$ cat src/rtl/synth_div_cfg.svh
`ifndef SYNTH_DIV_CFG_SVH
`define SYNTH_DIV_CFG_SVH

// Register addresses
`define SD_ADDR_CFG_LOW    8'h00
`define SD_ADDR_CFG_HIGH   8'h01
`define SD_ADDR_SIGNATURE  8'h08
`define SD_ADDR_COMMAND    8'hF0

// Register reset values
`define SD_CFG_LOW_RST     8'hF4
`define SD_CFG_HIGH_RST    8'h52
// Signature value is arbitrary
`define SD_SIGNATURE_VAL   8'hA5
`define SD_RDATA_NONE      8'h00

// High configuration register field positions
`define SD_HI_M_MSB        7
`define SD_HI_M_LSB        6
`define SD_HI_NA_MSB       5
`define SD_HI_NA_LSB       3
`define SD_HI_NB           2
`define SD_HI_P            1
`define SD_HI_LOCK         0

// Command codes, low nibble of the command register
`define SD_CMD_STEP_UP     4'h1
`define SD_CMD_STEP_DOWN   4'h2
`define SD_CMD_LOAD        4'h4
`define SD_CMD_CAPTURE     4'h8

// Active divider reset values
`define SD_M_RST           10'h1F4
`define SD_NA_RST          3'h2
`define SD_NB_RST          1'b0
`define SD_P_RST           1'b1

// Post-divider code limit (code 5 gives divide by 64)
`define SD_NA_CODE_MAX     3'h5
// Pre-divider terminal counts for divide by 2 and by 4
`define SD_PRE_LAST_DIV2   2'h1
`define SD_PRE_LAST_DIV4   2'h3
// Matching comparison windows needed before lock is shown
`define SD_LOCK_CONFIRM    8

`endif

$ cat src/rtl/synth_div_pkg.sv
package synth_div_pkg;

    // Lock detector states
    typedef enum logic [0:0] {
        LOCK_SEARCH = 1'b0,
        LOCK_HELD   = 1'b1
    } lock_state_t;

endpackage

$ cat src/rtl/clk_out_divider.sv
`include "synth_div_cfg.svh"

module clk_out_divider #(
    parameter int HALF_W = 7
) (
    input  wire logic              clock_in,
    input  wire logic              rst_n_in,
    input  wire logic              tick_in,
    input  wire logic [HALF_W-1:0] half_in,
    input  wire logic              gate_in,
    output logic                   out_p_out,
    output logic                   out_n_out
);

    logic [HALF_W-1:0] cnt_ff;
    logic              wrap;

    // A half period ends after half_in source ticks
    assign wrap = tick_in && (HALF_W'(cnt_ff + 1'b1) >= half_in);

    always_ff @(posedge clock_in or negedge rst_n_in) begin
        if (!rst_n_in) begin
            cnt_ff <= '0;
        end else if (wrap) begin
            cnt_ff <= '0;
        end else if (tick_in) begin
            cnt_ff <= HALF_W'(cnt_ff + 1'b1);
        end
    end

    // Gate is looked at only at the output's own low boundary, so a high phase
    // always runs to full length and no runt pulse can appear
    always_ff @(posedge clock_in or negedge rst_n_in) begin
        if (!rst_n_in) begin
            out_p_out <= 1'b0;
            out_n_out <= 1'b1;
        end else if (wrap) begin
            if (out_p_out) begin
                out_p_out <= 1'b0;
                out_n_out <= 1'b1;
            end else begin
                out_p_out <= gate_in;
                out_n_out <= !gate_in;
            end
        end
    end
endmodule

$ cat src/rtl/loop_lock_detect.sv
`include "synth_div_cfg.svh"

module loop_lock_detect #(
    parameter int CONFIRM = `SD_LOCK_CONFIRM
) (
    input  wire logic       clock_in,
    input  wire logic       rst_n_in,
    input  wire logic       ref_tick_in,
    input  wire logic       vco_tick_in,
    input  wire logic       pre_sel_in,
    input  wire logic [9:0] feedback_in,
    output logic            locked_out,
    output logic            fb_phase_out
);

    logic [1:0]                   pre_cnt_ff;
    logic [9:0]                   fb_cnt_ff;
    logic [1:0]                   seen_ff;
    logic [$clog2(CONFIRM+1)-1:0] good_ff;
    synth_div_pkg::lock_state_t   state_ff;
    logic                         ref_div_tick;
    logic                         fb_tick;
    logic                         match;

    assign ref_div_tick = ref_tick_in &&
        (pre_cnt_ff == (pre_sel_in ? `SD_PRE_LAST_DIV4 : `SD_PRE_LAST_DIV2));
    // A feedback value of zero behaves as divide by one
    assign fb_tick = vco_tick_in && (10'(fb_cnt_ff + 1'b1) >= feedback_in);
    assign match   = ref_div_tick && (seen_ff == 2'h1);

    // Pre-divided reference and feedback-divided oscillator
    always_ff @(posedge clock_in or negedge rst_n_in) begin
        if (!rst_n_in) begin
            pre_cnt_ff   <= '0;
            fb_cnt_ff    <= '0;
            fb_phase_out <= 1'b0;
        end else begin
            if (ref_div_tick) begin
                pre_cnt_ff <= '0;
            end else if (ref_tick_in) begin
                pre_cnt_ff <= 2'(pre_cnt_ff + 1'b1);
            end
            if (fb_tick) begin
                fb_cnt_ff    <= '0;
                fb_phase_out <= !fb_phase_out;
            end else if (vco_tick_in) begin
                fb_cnt_ff <= 10'(fb_cnt_ff + 1'b1);
            end
        end
    end

    // Exactly one feedback edge per reference window counts as a match
    always_ff @(posedge clock_in or negedge rst_n_in) begin
        if (!rst_n_in) begin
            seen_ff <= '0;
        end else if (ref_div_tick) begin
            seen_ff <= {1'b0, fb_tick};
        end else if (fb_tick && seen_ff != 2'h3) begin
            seen_ff <= 2'(seen_ff + 1'b1);
        end
    end

    // Lock is shown only after a run of matching windows; any miss drops it
    always_ff @(posedge clock_in or negedge rst_n_in) begin
        if (!rst_n_in) begin
            state_ff   <= synth_div_pkg::LOCK_SEARCH;
            good_ff    <= '0;
            locked_out <= 1'b0;
        end else if (ref_div_tick) begin
            case (state_ff)
                synth_div_pkg::LOCK_SEARCH: begin
                    if (!match) begin
                        good_ff <= '0;
                    end else if (good_ff == ($clog2(CONFIRM+1))'(CONFIRM - 1)) begin
                        state_ff   <= synth_div_pkg::LOCK_HELD;
                        locked_out <= 1'b1;
                    end else begin
                        good_ff <= ($clog2(CONFIRM+1))'(good_ff + 1'b1);
                    end
                end
                synth_div_pkg::LOCK_HELD: begin
                    if (!match) begin
                        state_ff   <= synth_div_pkg::LOCK_SEARCH;
                        good_ff    <= '0;
                        locked_out <= 1'b0;
                    end
                end
                default: begin
                    state_ff   <= synth_div_pkg::LOCK_SEARCH;
                    locked_out <= 1'b0;
                end
            endcase
        end
    end
endmodule

$ cat src/rtl/synth_divider_output_control.sv
// Contract
// - Bypass low: outputs divide the reference by post-dividers only.
// - Loop active: primary = ref / pre * feedback / primary post-divider.
// - In bypass the lock output carries a test signal instead.
// - Factory mode select 0 is normal operation; 1 enables test mode.
// - Gate low stops that output and holds it low; high runs it.
// - Each gate is synchronised to its own output clock; no runt pulses.
// - Master reset low forces outputs low asynchronously.
// - Master reset release loads all dividers from parallel pins, any source.
// - After master reset release the loop starts acquiring lock.
// - Outside bypass and factory test mode, lock output is 1 only when locked, 0 otherwise.
// - Lock compares feedback-divided oscillator with pre-divided reference.
// - Source select chooses parallel pins or serial registers for dividers.
// - Serial access reads and writes configuration registers.
// - Four 8-bit registers: two configuration, command, signature.
// - Secondary select gives secondary output 1x or 1/2x primary.
// - Source 1: dividers via serial after the master reset startup load; source 0: follow pins.
// - In parallel mode the host can still read current dividers.
// - Commands: step up, step down, load, capture active dividers.
`include "synth_div_cfg.svh"

module synth_divider_output_control #(
    parameter int LOCK_CONFIRM = `SD_LOCK_CONFIRM
) (
    input  wire logic       clock_in,
    input  wire logic       rst_n_in,
    input  wire logic       master_reset_n_in,
    input  wire logic       bypass_n_in,
    input  wire logic       factory_test_in,
    input  wire logic       config_source_sel_in,
    input  wire logic [1:0] output_gate_n_in,
    input  wire logic       ref_clk_in,
    input  wire logic       vco_clk_in,
    input  wire logic [9:0] pin_feedback_in,
    input  wire logic [2:0] pin_primary_post_divider_in,
    input  wire logic       pin_secondary_post_divider_in,
    input  wire logic       pin_pre_divider_in,
    input  wire logic       reg_wr_in,
    input  wire logic       reg_rd_in,
    input  wire logic [7:0] reg_addr_in,
    input  wire logic [7:0] reg_wdata_in,
    output logic [7:0]      reg_rdata_out,
    output logic            reg_rvalid_out,
    output logic            primary_out_pair_p_out,
    output logic            primary_out_pair_n_out,
    output logic            secondary_out_pair_p_out,
    output logic            secondary_out_pair_n_out,
    output logic            lock_out,
    output logic            test_mode_out,
    output logic [9:0]      active_feedback_out,
    output logic [2:0]      active_primary_post_divider_out,
    output logic            active_secondary_post_divider_out,
    output logic            active_pre_divider_out
);

    // Two-stage synchronisers for every pin; stage one feeds stage two only
    localparam int SYNC_W = 23;
    logic [SYNC_W-1:0] pin_s1_ff;
    logic [SYNC_W-1:0] pin_s2_ff;
    logic              ref_s3_ff;
    logic              vco_s3_ff;
    logic              mr_s3_ff;
    logic [9:0]        sync_m;
    logic [2:0]        sync_na;
    logic              sync_nb;
    logic              sync_p;
    logic              sync_src_sel;
    logic              sync_bypass_n;
    logic              sync_test;
    logic [1:0]        sync_gate;
    logic              sync_mr_n;
    logic              sync_ref;
    logic              sync_vco;

    always_ff @(posedge clock_in or negedge rst_n_in) begin
        if (!rst_n_in) begin
            pin_s1_ff <= '0;
            pin_s2_ff <= '0;
        end else begin
            pin_s1_ff <= {pin_feedback_in, pin_primary_post_divider_in, pin_secondary_post_divider_in,
                          pin_pre_divider_in, config_source_sel_in, bypass_n_in, factory_test_in,
                          output_gate_n_in, master_reset_n_in, ref_clk_in, vco_clk_in};
            pin_s2_ff <= pin_s1_ff;
        end
    end

    assign {sync_m, sync_na, sync_nb, sync_p, sync_src_sel, sync_bypass_n, sync_test,
            sync_gate, sync_mr_n, sync_ref, sync_vco} = pin_s2_ff;

    // Edge history for the reference, oscillator and master reset
    always_ff @(posedge clock_in or negedge rst_n_in) begin
        if (!rst_n_in) begin
            ref_s3_ff <= 1'b0;
            vco_s3_ff <= 1'b0;
            mr_s3_ff  <= 1'b0;
        end else begin
            ref_s3_ff <= sync_ref;
            vco_s3_ff <= sync_vco;
            mr_s3_ff  <= sync_mr_n;
        end
    end

    logic ref_rise;
    logic vco_rise;
    logic mr_rise;
    logic bypass_active;
    logic core_rst_n;

    assign ref_rise      = sync_ref && !ref_s3_ff;
    assign vco_rise      = sync_vco && !vco_s3_ff;
    assign mr_rise       = sync_mr_n && !mr_s3_ff;
    assign bypass_active = !sync_bypass_n;
    // Master reset clears the output path at once, without a clock edge
    assign core_rst_n    = rst_n_in && master_reset_n_in;

    // Post-divider code to half-period count, codes above five saturate
    function automatic logic [6:0] na_half(input logic [2:0] code);
        logic [2:0] c;
        c = (code > `SD_NA_CODE_MAX) ? `SD_NA_CODE_MAX : code;
        na_half = 7'h01 << c;
    endfunction

    // High configuration register image
    function automatic logic [7:0] pack_high(input logic [9:0] m, input logic [2:0] na,
                                             input logic nb, input logic p, input logic lk);
        pack_high = 8'h00;
        pack_high[`SD_HI_M_MSB:`SD_HI_M_LSB]   = m[9:8];
        pack_high[`SD_HI_NA_MSB:`SD_HI_NA_LSB] = na;
        pack_high[`SD_HI_NB]                   = nb;
        pack_high[`SD_HI_P]                    = p;
        pack_high[`SD_HI_LOCK]                 = lk;
    endfunction

    logic [7:0] cfg_low_ff;
    logic [7:0] cfg_high_ff;
    logic [9:0] m_ff;
    logic [2:0] na_ff;
    logic       nb_ff;
    logic       p_ff;
    logic       locked;
    logic       fb_phase;
    logic       cmd_wr;
    logic       cmd_up;
    logic       cmd_down;
    logic       cmd_load;
    logic       cmd_capture;

    assign cmd_wr      = reg_wr_in && reg_addr_in == `SD_ADDR_COMMAND;
    assign cmd_up      = cmd_wr && reg_wdata_in[3:0] == `SD_CMD_STEP_UP;
    assign cmd_down    = cmd_wr && reg_wdata_in[3:0] == `SD_CMD_STEP_DOWN;
    assign cmd_load    = cmd_wr && reg_wdata_in[3:0] == `SD_CMD_LOAD;
    assign cmd_capture = cmd_wr && reg_wdata_in[3:0] == `SD_CMD_CAPTURE;

    // Active dividers: startup load wins, then pins in parallel mode, then commands.
    // Commands that change dividers are ignored in parallel mode so pins stay in charge.
    always_ff @(posedge clock_in or negedge rst_n_in) begin
        if (!rst_n_in) begin
            m_ff  <= `SD_M_RST;
            na_ff <= `SD_NA_RST;
            nb_ff <= `SD_NB_RST;
            p_ff  <= `SD_P_RST;
        end else if (mr_rise || !sync_src_sel) begin
            m_ff  <= sync_m;
            na_ff <= sync_na;
            nb_ff <= sync_nb;
            p_ff  <= sync_p;
        end else if (cmd_up) begin
            m_ff <= 10'(m_ff + 1'b1);
        end else if (cmd_down) begin
            m_ff <= 10'(m_ff - 1'b1);
        end else if (cmd_load) begin
            m_ff  <= {cfg_high_ff[`SD_HI_M_MSB:`SD_HI_M_LSB], cfg_low_ff};
            na_ff <= cfg_high_ff[`SD_HI_NA_MSB:`SD_HI_NA_LSB];
            nb_ff <= cfg_high_ff[`SD_HI_NB];
            p_ff  <= cfg_high_ff[`SD_HI_P];
        end
    end

    // Configuration registers; capture copies active dividers and takes priority
    always_ff @(posedge clock_in or negedge rst_n_in) begin
        if (!rst_n_in) begin
            cfg_low_ff  <= `SD_CFG_LOW_RST;
            cfg_high_ff <= `SD_CFG_HIGH_RST;
        end else if (cmd_capture) begin
            cfg_low_ff  <= m_ff[7:0];
            cfg_high_ff <= pack_high(m_ff, na_ff, nb_ff, p_ff, locked);
        end else if (reg_wr_in && reg_addr_in == `SD_ADDR_CFG_LOW) begin
            cfg_low_ff <= reg_wdata_in;
        end else if (reg_wr_in && reg_addr_in == `SD_ADDR_CFG_HIGH) begin
            cfg_high_ff <= reg_wdata_in;
        end
    end

    // Read port answers one cycle later; parallel mode shows the live setting
    always_ff @(posedge clock_in or negedge rst_n_in) begin
        if (!rst_n_in) begin
            reg_rdata_out  <= `SD_RDATA_NONE;
            reg_rvalid_out <= 1'b0;
        end else begin
            reg_rvalid_out <= reg_rd_in;
            if (reg_rd_in) begin
                case (reg_addr_in)
                    `SD_ADDR_CFG_LOW:   reg_rdata_out <= sync_src_sel ? cfg_low_ff : m_ff[7:0];
                    `SD_ADDR_CFG_HIGH: begin
                        reg_rdata_out <= sync_src_sel
                            ? {cfg_high_ff[7:1], locked}
                            : pack_high(m_ff, na_ff, nb_ff, p_ff, locked);
                    end
                    `SD_ADDR_SIGNATURE: reg_rdata_out <= `SD_SIGNATURE_VAL;
                    default:            reg_rdata_out <= `SD_RDATA_NONE;
                endcase
            end
        end
    end

    // Output source: reference in bypass, oscillator with the loop running
    logic       src_tick;
    logic [6:0] half_a;
    logic [7:0] half_b;

    assign src_tick = bypass_active ? ref_rise : vco_rise;
    assign half_a   = na_half(na_ff);
    // Secondary runs at the primary rate or half of it; one bit wider so divide by 128 fits
    assign half_b   = nb_ff ? {half_a, 1'b0} : {1'b0, half_a};

    clk_out_divider #(
        .HALF_W (7)
    ) u_primary (
        .clock_in  (clock_in),
        .rst_n_in  (core_rst_n),
        .tick_in   (src_tick),
        .half_in   (half_a),
        .gate_in   (sync_gate[0]),
        .out_p_out (primary_out_pair_p_out),
        .out_n_out (primary_out_pair_n_out)
    );

    clk_out_divider #(
        .HALF_W (8)
    ) u_secondary (
        .clock_in  (clock_in),
        .rst_n_in  (core_rst_n),
        .tick_in   (src_tick),
        .half_in   (half_b),
        .gate_in   (sync_gate[1]),
        .out_p_out (secondary_out_pair_p_out),
        .out_n_out (secondary_out_pair_n_out)
    );

    // Lock acquisition restarts whenever master reset is released
    loop_lock_detect #(
        .CONFIRM (LOCK_CONFIRM)
    ) u_lock (
        .clock_in     (clock_in),
        .rst_n_in     (core_rst_n),
        .ref_tick_in  (ref_rise),
        .vco_tick_in  (vco_rise),
        .pre_sel_in   (p_ff),
        .feedback_in  (m_ff),
        .locked_out   (locked),
        .fb_phase_out (fb_phase)
    );

    // Lock pin doubles as a test output in bypass or factory test mode
    always_ff @(posedge clock_in or negedge core_rst_n) begin
        if (!core_rst_n) begin
            lock_out      <= 1'b0;
            test_mode_out <= 1'b0;
        end else begin
            lock_out      <= (bypass_active || sync_test) ? fb_phase : locked;
            test_mode_out <= sync_test;
        end
    end

    // Active divider status
    always_ff @(posedge clock_in or negedge rst_n_in) begin
        if (!rst_n_in) begin
            active_feedback_out               <= `SD_M_RST;
            active_primary_post_divider_out   <= `SD_NA_RST;
            active_secondary_post_divider_out <= `SD_NB_RST;
            active_pre_divider_out            <= `SD_P_RST;
        end else begin
            active_feedback_out               <= m_ff;
            active_primary_post_divider_out   <= na_ff;
            active_secondary_post_divider_out <= nb_ff;
            active_pre_divider_out            <= p_ff;
        end
    end
endmodule

$ cat config.mk
export PLATFORM = sky130hd
export DESIGN_NAME = synth_divider_output_control
export DESIGN_NICKNAME = d
export VERILOG_FILES = /design/src/rtl/synth_div_pkg.sv /design/src/rtl/clk_out_divider.sv /design/src/rtl/loop_lock_detect.sv /design/src/rtl/synth_divider_output_control.sv
export VERILOG_INCLUDE_DIRS = /design/src /design/src/rtl
export SDC_FILE = /design/constraint.sdc
export NUM_CORES = 1
export LEC_CHECK = 0
export BUFFER_PORTS_ARGS = -buffer_cell sky130_fd_sc_hd__buf_2
export CAP_MARGIN = 15
export CORE_ASPECT_RATIO = 0.7
export CORE_UTILIZATION = 45
export CTS_CLUSTER_DIAMETER = 50
export DETAILED_ROUTE_END_ITERATION = 16
export MAX_ROUTING_LAYER = met4
export PLACE_DENSITY_LB_ADDON = 0.15
export SLEW_MARGIN = 20
export SYNTH_ARGS = -nofsm -noshare
export SYNTH_HDL_FRONTEND = slang
export SYNTH_SLANG_ARGS = --single-unit
$ cat constraint.sdc
create_clock -name clock_in -period 8.9 [get_ports clock_in]
set_clock_uncertainty 0.15 [all_clocks]
set_input_delay 2.225 -clock clock_in [delete_from_list [all_inputs] [get_ports clock_in]]
set_output_delay 2.225 -clock clock_in [all_outputs]
set_load 0.01 [all_outputs]
# Yosys cells after proc, flatten, opt, wreduce, memory -nomap -nowiden
# Index checks and enable logic that the tools add are counted.
[totals]
elab_cells = 160
reg_bits = 146
[classes]
eq_ne = 18
muxes = 55
addsub = 8
n_shift = 1
n_lt_le_gt_ge = 4
reduce_logical = 41
bitwise_logic = 1
[op_table]
columns = ["op", "count"]
rows = [
  ["two-way mux 8 bit", 10],
  ["two-way mux 10 bit", 6],
  ["one-hot mux 8 bit (3 select lines)", 1],
  ["adder 10 x 1 -> 10 bit (second input constant)", 2],
  ["two-way mux 1 bit", 20],
  ["logical AND 1 bit", 17],
  ["nonzero test 2 bit", 8],
  ["two-way mux 3 bit", 5],
  ["two-way mux 7 bit", 2],
  ["two-way mux 4 bit", 3],
  ["greater-or-equal comparator 10 bit", 1],
  ["two-way mux 2 bit", 5],
  ["subtractor 10 x 1 -> 10 bit (second input constant)", 1],
  ["adder 8 x 1 -> 8 bit (second input constant)", 1],
  ["== test 4 x 3 -> 1 bit (second input constant)", 2],
  ["== test 8 x 1 -> 1 bit (second input constant)", 1],
  ["== test 8 x 4 -> 1 bit (second input constant)", 1],
  ["== test 8 bit (second input constant)", 1],
  ["greater-or-equal comparator 8 bit", 1],
  ["zero test 1 bit", 8],
  ["zero test 8 bit", 1],
  ["inequality test 2 x 1 -> 1 bit (second input constant)", 4],
  ["one-hot mux 4 bit (2 select lines)", 1],
  ["adder 7 x 1 -> 7 bit (second input constant)", 1],
  ["other kinds (19)", 25],
]

# Depth between registers and ports, before layout
[logic_depth]
word_depth = 7
ltp_mapped = 10
ltp_nobuf = 10

# Cells and area by module
# Synthesis repeated with hierarchy kept, for this count alone.
[hier_totals]
cells_unflattened = 686
area_unflattened_um2 = 7329.5
[modules_own_cells]
columns = ["mod", "area_each_um2", "seq_area_each_um2", "n_inst", "cells_each"]
rows = [
  ["synth_divider_output_control", 4466.8, 2657.5, 1, 389],
  ["loop_lock_detect", 1407.6, 525.5, 1, 149],
  ["clk_out_divider (u_secondary)", 780.7, 251.5, 1, 77],
  ["clk_out_divider (u_primary)", 674.4, 226.5, 1, 71],
]

# Worst setup path before layout
# No wires, ideal clock.
[synth_path]
kind = "in2reg"
startpoint = "input port reg_addr_in[5]"
endpoint = "register cfg_high_ff[3]"
required_ns = 8.613
stages = 6
arrival_ns = 3.713
path_slack_ns = 4.901
path_cell_list = "nor4_2 > nand4b_2 > or3b_2 > buf_2 > mux2i_1 > a21oi_1"
[synth_between]
elab_chain_cells = 5
[synth_lines]
columns = ["element", "line", "text"]
rows = [
  ["from (decl)", "synth_divider_output_control.sv:40", "input wire logic [7:0] reg_addr_in,"],
  ["== test 8 bit (no source line)", "n/a", ""],
  ["logical AND 1 bit (no source line) (2 in a row)", "n/a", ""],
  ["inequality test 2 bit (no source line) / nonzero test 2 bit (equally long branches)", "n/a", ""],
  ["AND reduction 2 bit (no source line)", "n/a", ""],
  ["to (signal assigned)", "synth_divider_output_control.sv:183", "cfg_high_ff <= `SD_CFG_HIGH_RST;"],
  ["to (signal assigned)", "synth_divider_output_control.sv:186", "cfg_high_ff <= pack_high(m_ff, na_ff, nb_ff, p_ff, locked);"],
  ["to (signal assigned)", "synth_divider_output_control.sv:190", "cfg_high_ff <= reg_wdata_in;"],
  ["to (decl)", "synth_divider_output_control.sv:135", "logic [7:0] cfg_high_ff;"],
]
# Several ways; a longest one is shown, not always the timed one.
# A chain may end at the register's enable or synchronous reset.

# Final worst setup path
[layout_path]
startpoint = "input port reg_addr_in[1]"
endpoint = "register cfg_low_ff[0]"
[layout_between]
elab_chain_cells = 4
[layout_lines]
columns = ["element", "line", "text"]
rows = [
  ["== test 8 bit (no source line)", "n/a", ""],
  ["logical AND 1 bit (no source line) (2 in a row)", "n/a", ""],
  ["two-way mux 8 bit / nonzero test 2 bit (equally long branches)", "n/a", ""],
  ["to (signal assigned)", "synth_divider_output_control.sv:182", "cfg_low_ff <= `SD_CFG_LOW_RST;"],
  ["to (signal assigned)", "synth_divider_output_control.sv:185", "cfg_low_ff <= m_ff[7:0];"],
  ["to (signal assigned)", "synth_divider_output_control.sv:188", "cfg_low_ff <= reg_wdata_in;"],
  ["to (decl)", "synth_divider_output_control.sv:134", "logic [7:0] cfg_low_ff;"],
]
# Several ways; a longest one is shown, not always the timed one.

==> results.json <==
{
  "critPathMaxFanout": 27,
  "cts_buffers": 17,
  "clockRootBuffer": "clkbuf_16",
  "cp-start-kind": "input port",
  "dieArea_um2": 16100,
  "pre_cts_ws_ps": 4170,
  "area_growth_pct": 16.0,
  "ant_nets": 0,
  "hold_viol": 0,
  "worst_pin_slew_ps": 1010,
  "slew_headroom_pct": 32.1,
  "drc": 0,
  "dp_hpwl_um": 11600,
  "antenna_found_initial": 0,
  "fmax_mhz": 232,
  "final_max_slew_viol_count": 0,
  "fillCellCount": 1364,
  "async_flop_share_pct": 100,
  "wl_um": 16200,
  "num_rows": 37,
  "synth-warning-count": 0,
  "clk_path_buf_depth": 2,
  "die_h_um": 107,
  "whs_path_depth": 0,
  "dr.pass1.iters": 5,
  "synth_cell_types": 62,
  "r2r_slack_ps": 5560,
  "hp-start": "pin_s1_ff[10]",
  "routabilityCongestion": 0.933,
  "netlist_area_um2": 7040,
  "antenna_cells": 0,
  "multi_input_area_um2": 3160,
  "clk_pin_slew_ps": 60,
  "yosysTopAreaCellShare_pct": 42.3,
  "grt_pass1_vias": 5136,
  "hold_class": "reg2reg",
  "maxCapViolCount": 0,
  "synth-edff-count": 0,
  "wl_per_cell_um": 17.2,
  "ys_ff_latch": 145,
  "finalCritPeriodShare_pct": 48.5,
  "drt_iter0_drc": 291,
  "dr_total_vias": 5272,
  "synth_top_flop_cell": "dfrtp_1",
  "vias_per_cell": 5.60,
  "ff2ff_path_depth": 10,
  "grt_overflow_total": 0,
  "whs_ps": 195,
  "rsz0062_at_grt": "no",
  "setup_ws_ps": 4580,
  "final-seq-area_um2": 3660,
  "period_needed_ps": 4320,
  "reg2reg_from": "u_lock.fb_cnt_ff[2]",
  "status": "complete, no violations",
  "htree_num_levels": 4,
  "critPathSlowestCell": "nand4bb_1",
  "yosysSeqAreaShare_pct": 52.0,
  "end_kind": "flop",
  "drive_above_1_share_pct": 20.4,
  "avgSynthCellArea_um2": 10.5,
  "crit_chain": "buf_2 -> nor4_4 -> nand3_2 -> nand4bb_1 -> o21a_1 -> o22a_1",
  "required_ps": 9060,
  "r2r_end": "u_lock.seen_ff[0]",
  "initial_core_util_pct": 46.9,
  "clk_latency_ps": 420,
  "cts_resized": 0,
  "io_pins": 73,
  "post_cts_buffers": 0,
  "yosys-top-cells-area": "dfrtp_1 42%, dfstp_2 9.7%, ha_1 5.9%, mux2i_1 5.1%, nand2_1 3.8%",
  "cts_num_sinks": 145,
  "crit_arrival_ps": 4480,
  "hold_path_end": "pin_s2_ff[10]",
  "tritoncts": "built",
  "tns_ps": 0,
  "grt_max_degree": 56,
  "setup.worst_path.class": "in2reg",
  "ir_worst_vdd_uv": 128,
  "max_stage_delay_ps": 910,
  "grt_pass1_wl_um": 26900,
  "syn_inst": 671,
  "core_area_um2": 15000,
  "hold_buffers": 0,
  "setup_violations": 0,
  "power.density_nw_per_um2": 243,
  "port_buffers": 72,
  "groute.usage.overall_pct": 22.8,
  "layout.nets": 809,
  "yosys.area.top_type": "dfrtp_1",
  "fp.dieW_um": 151,
  "total_leakage_power_uw": 0.00381
}
## kinds of logic (layout without fill, tap and decap cells)
| group | after synthesis | after routing | synth area share, % |
|---|---|---|---|
| adder cells (fa/ha/maj) | 33 | 33 | 5.87 |
| multiplexers | 40 | 40 | 5.76 |
| flip-flops | 145 | 145 | 52.0 |
| AO/OA/AOI/OAI | 159 | 159 | 14.6 |
| XOR/XNOR | 30 | 30 | 3.73 |
| AND/OR/NAND/NOR | 204 | 204 | 14.8 |
| other | 1 | 2 | 0.0533 |
| buffers and inverters | 59 | 133 | 3.20 |
## cell usage after synthesis, types with 4 or more instances
cell      number
o21a_1         7
o221ai_1       7
nor2_1        41
o221a_2        4
clkbuf_1      30
o211ai_1       4
nand2b_1      10
dfstp_2       26
nand4_1       13
mux2_2         4
a21o_1        12
inv_1         25
a22o_1         4
xnor2_1       20
mux2i_1       36
xor2_1        10
or3_1          5
and2_1         5
a22oi_1        5
nor3_1         6
nor2b_1        4
a21oi_1       40
dfrtp_1      119
nor4b_1        4
ha_1          33
a211oi_1       5
o21ai_0       47
nand2_1       72
nand3_1       20
## state kept, by name (all words and copies together), names as in the netlist, 2 cells and up
| signal | count |
|---|---|
| pin_s1_ff | 23 |
| reg_rdata_out | 8 |
| u_secondary.cnt_ff | 8 |
| m_ff | 10 |
| u_lock.fb_cnt_ff | 10 |
| u_primary.cnt_ff | 7 |
| na_ff | 3 |
| cfg_low_ff | 8 |
| cfg_high_ff | 7 |
| u_lock.pre_cnt_ff | 2 |
| active_primary_post_divider_out | 3 |
| u_lock.seen_ff | 2 |
| pin_s2_ff | 23 |
| u_lock.good_ff | 4 |
| active_feedback_out | 10 |
## layer usage
layer / wire length [um] / track usage (%)
met4: 210 / 7.43
met1: 8320 / 34.3
met2: 6670 / 30.2
met3: 990 / 4.89
met5: 0 / -
## power by group
group	total [uW]	internal, uW	switching (uW)
Sequential	852	758	94.6
Combinational	389	173	216
Clock	746	455	291
## final cells by class
| cell class | instances | share of cell area [%] |
|---|---|---|
| well taps | 195 | 2.99 |
| multi-input cells | 468 | 38.7 |
| repair buffers | 75 | 4.72 |
| flip-flops and latches | 145 | 44.8 |
| inverters | 26 | 1.20 |
| clock inverters | 13 | 2.16 |
| clock buffers | 19 | 5.43 |
## how the worst max path moves through the flow
stage          cells after the start      startpoint        endpoint
2_1_floorplan                      6  reg_addr_in[5]  cfg_high_ff[3]
3_3_place_gp                       6  reg_addr_in[1]   cfg_low_ff[0]
3_5_place_dp                       6  reg_addr_in[1]   cfg_low_ff[0]
4_1_cts                            6  reg_addr_in[1]   cfg_low_ff[0]
5_1_grt                            6  reg_addr_in[1]   cfg_low_ff[1]
6_report                           6  reg_addr_in[1]   cfg_low_ff[0]
## layout by cell type, fill, tap and decap left out, types with 5 or more instances in the layout
| master | instances |
|---|---|
| a211oi_1 | 5 |
| a21o_1 | 12 |
| a21oi_1 | 40 |
| a22oi_1 | 5 |
| buf_2 | 71 |
| clkbuf_16 | 17 |
| dfrtp_1 | 119 |
| dfstp_2 | 26 |
| ha_1 | 33 |
| inv_1 | 25 |
| inv_6 | 5 |
| mux2i_1 | 36 |
| nand2_1 | 72 |
| nand2b_1 | 10 |
| nand3_1 | 20 |
| nand4_1 | 13 |
| nor2_1 | 41 |
| nor3_1 | 6 |
| o21a_1 | 7 |
| o21ai_0 | 46 |
| o221ai_1 | 7 |
| or3_1 | 5 |
| xnor2_1 | 20 |
| xor2_1 | 10 |
## critical path: cells and delay by family
kind	cells	cell delay [ps]
AOI/OAI and AO/OA	2	650
buffers and inverters	1	120
and+or+nand+nor	3	1480
## metrics by stage
stage / cell area (um2) / std cells / utilization [%] / total power (uW)
after global routing: 8160 / 941 / 54.4 / 2110
after floorplan: 7040 / 672 / - / 1120
after CTS: 8160 / 941 / 54.4 / 2010
final: 8160 / 941 / 54.4 / 1990
after global placement: 7540 / 909 / 50.3 / 1230
after detailed placement: 7540 / 909 / 50.3 / 1250
Power figures use the tool's default switching activity.
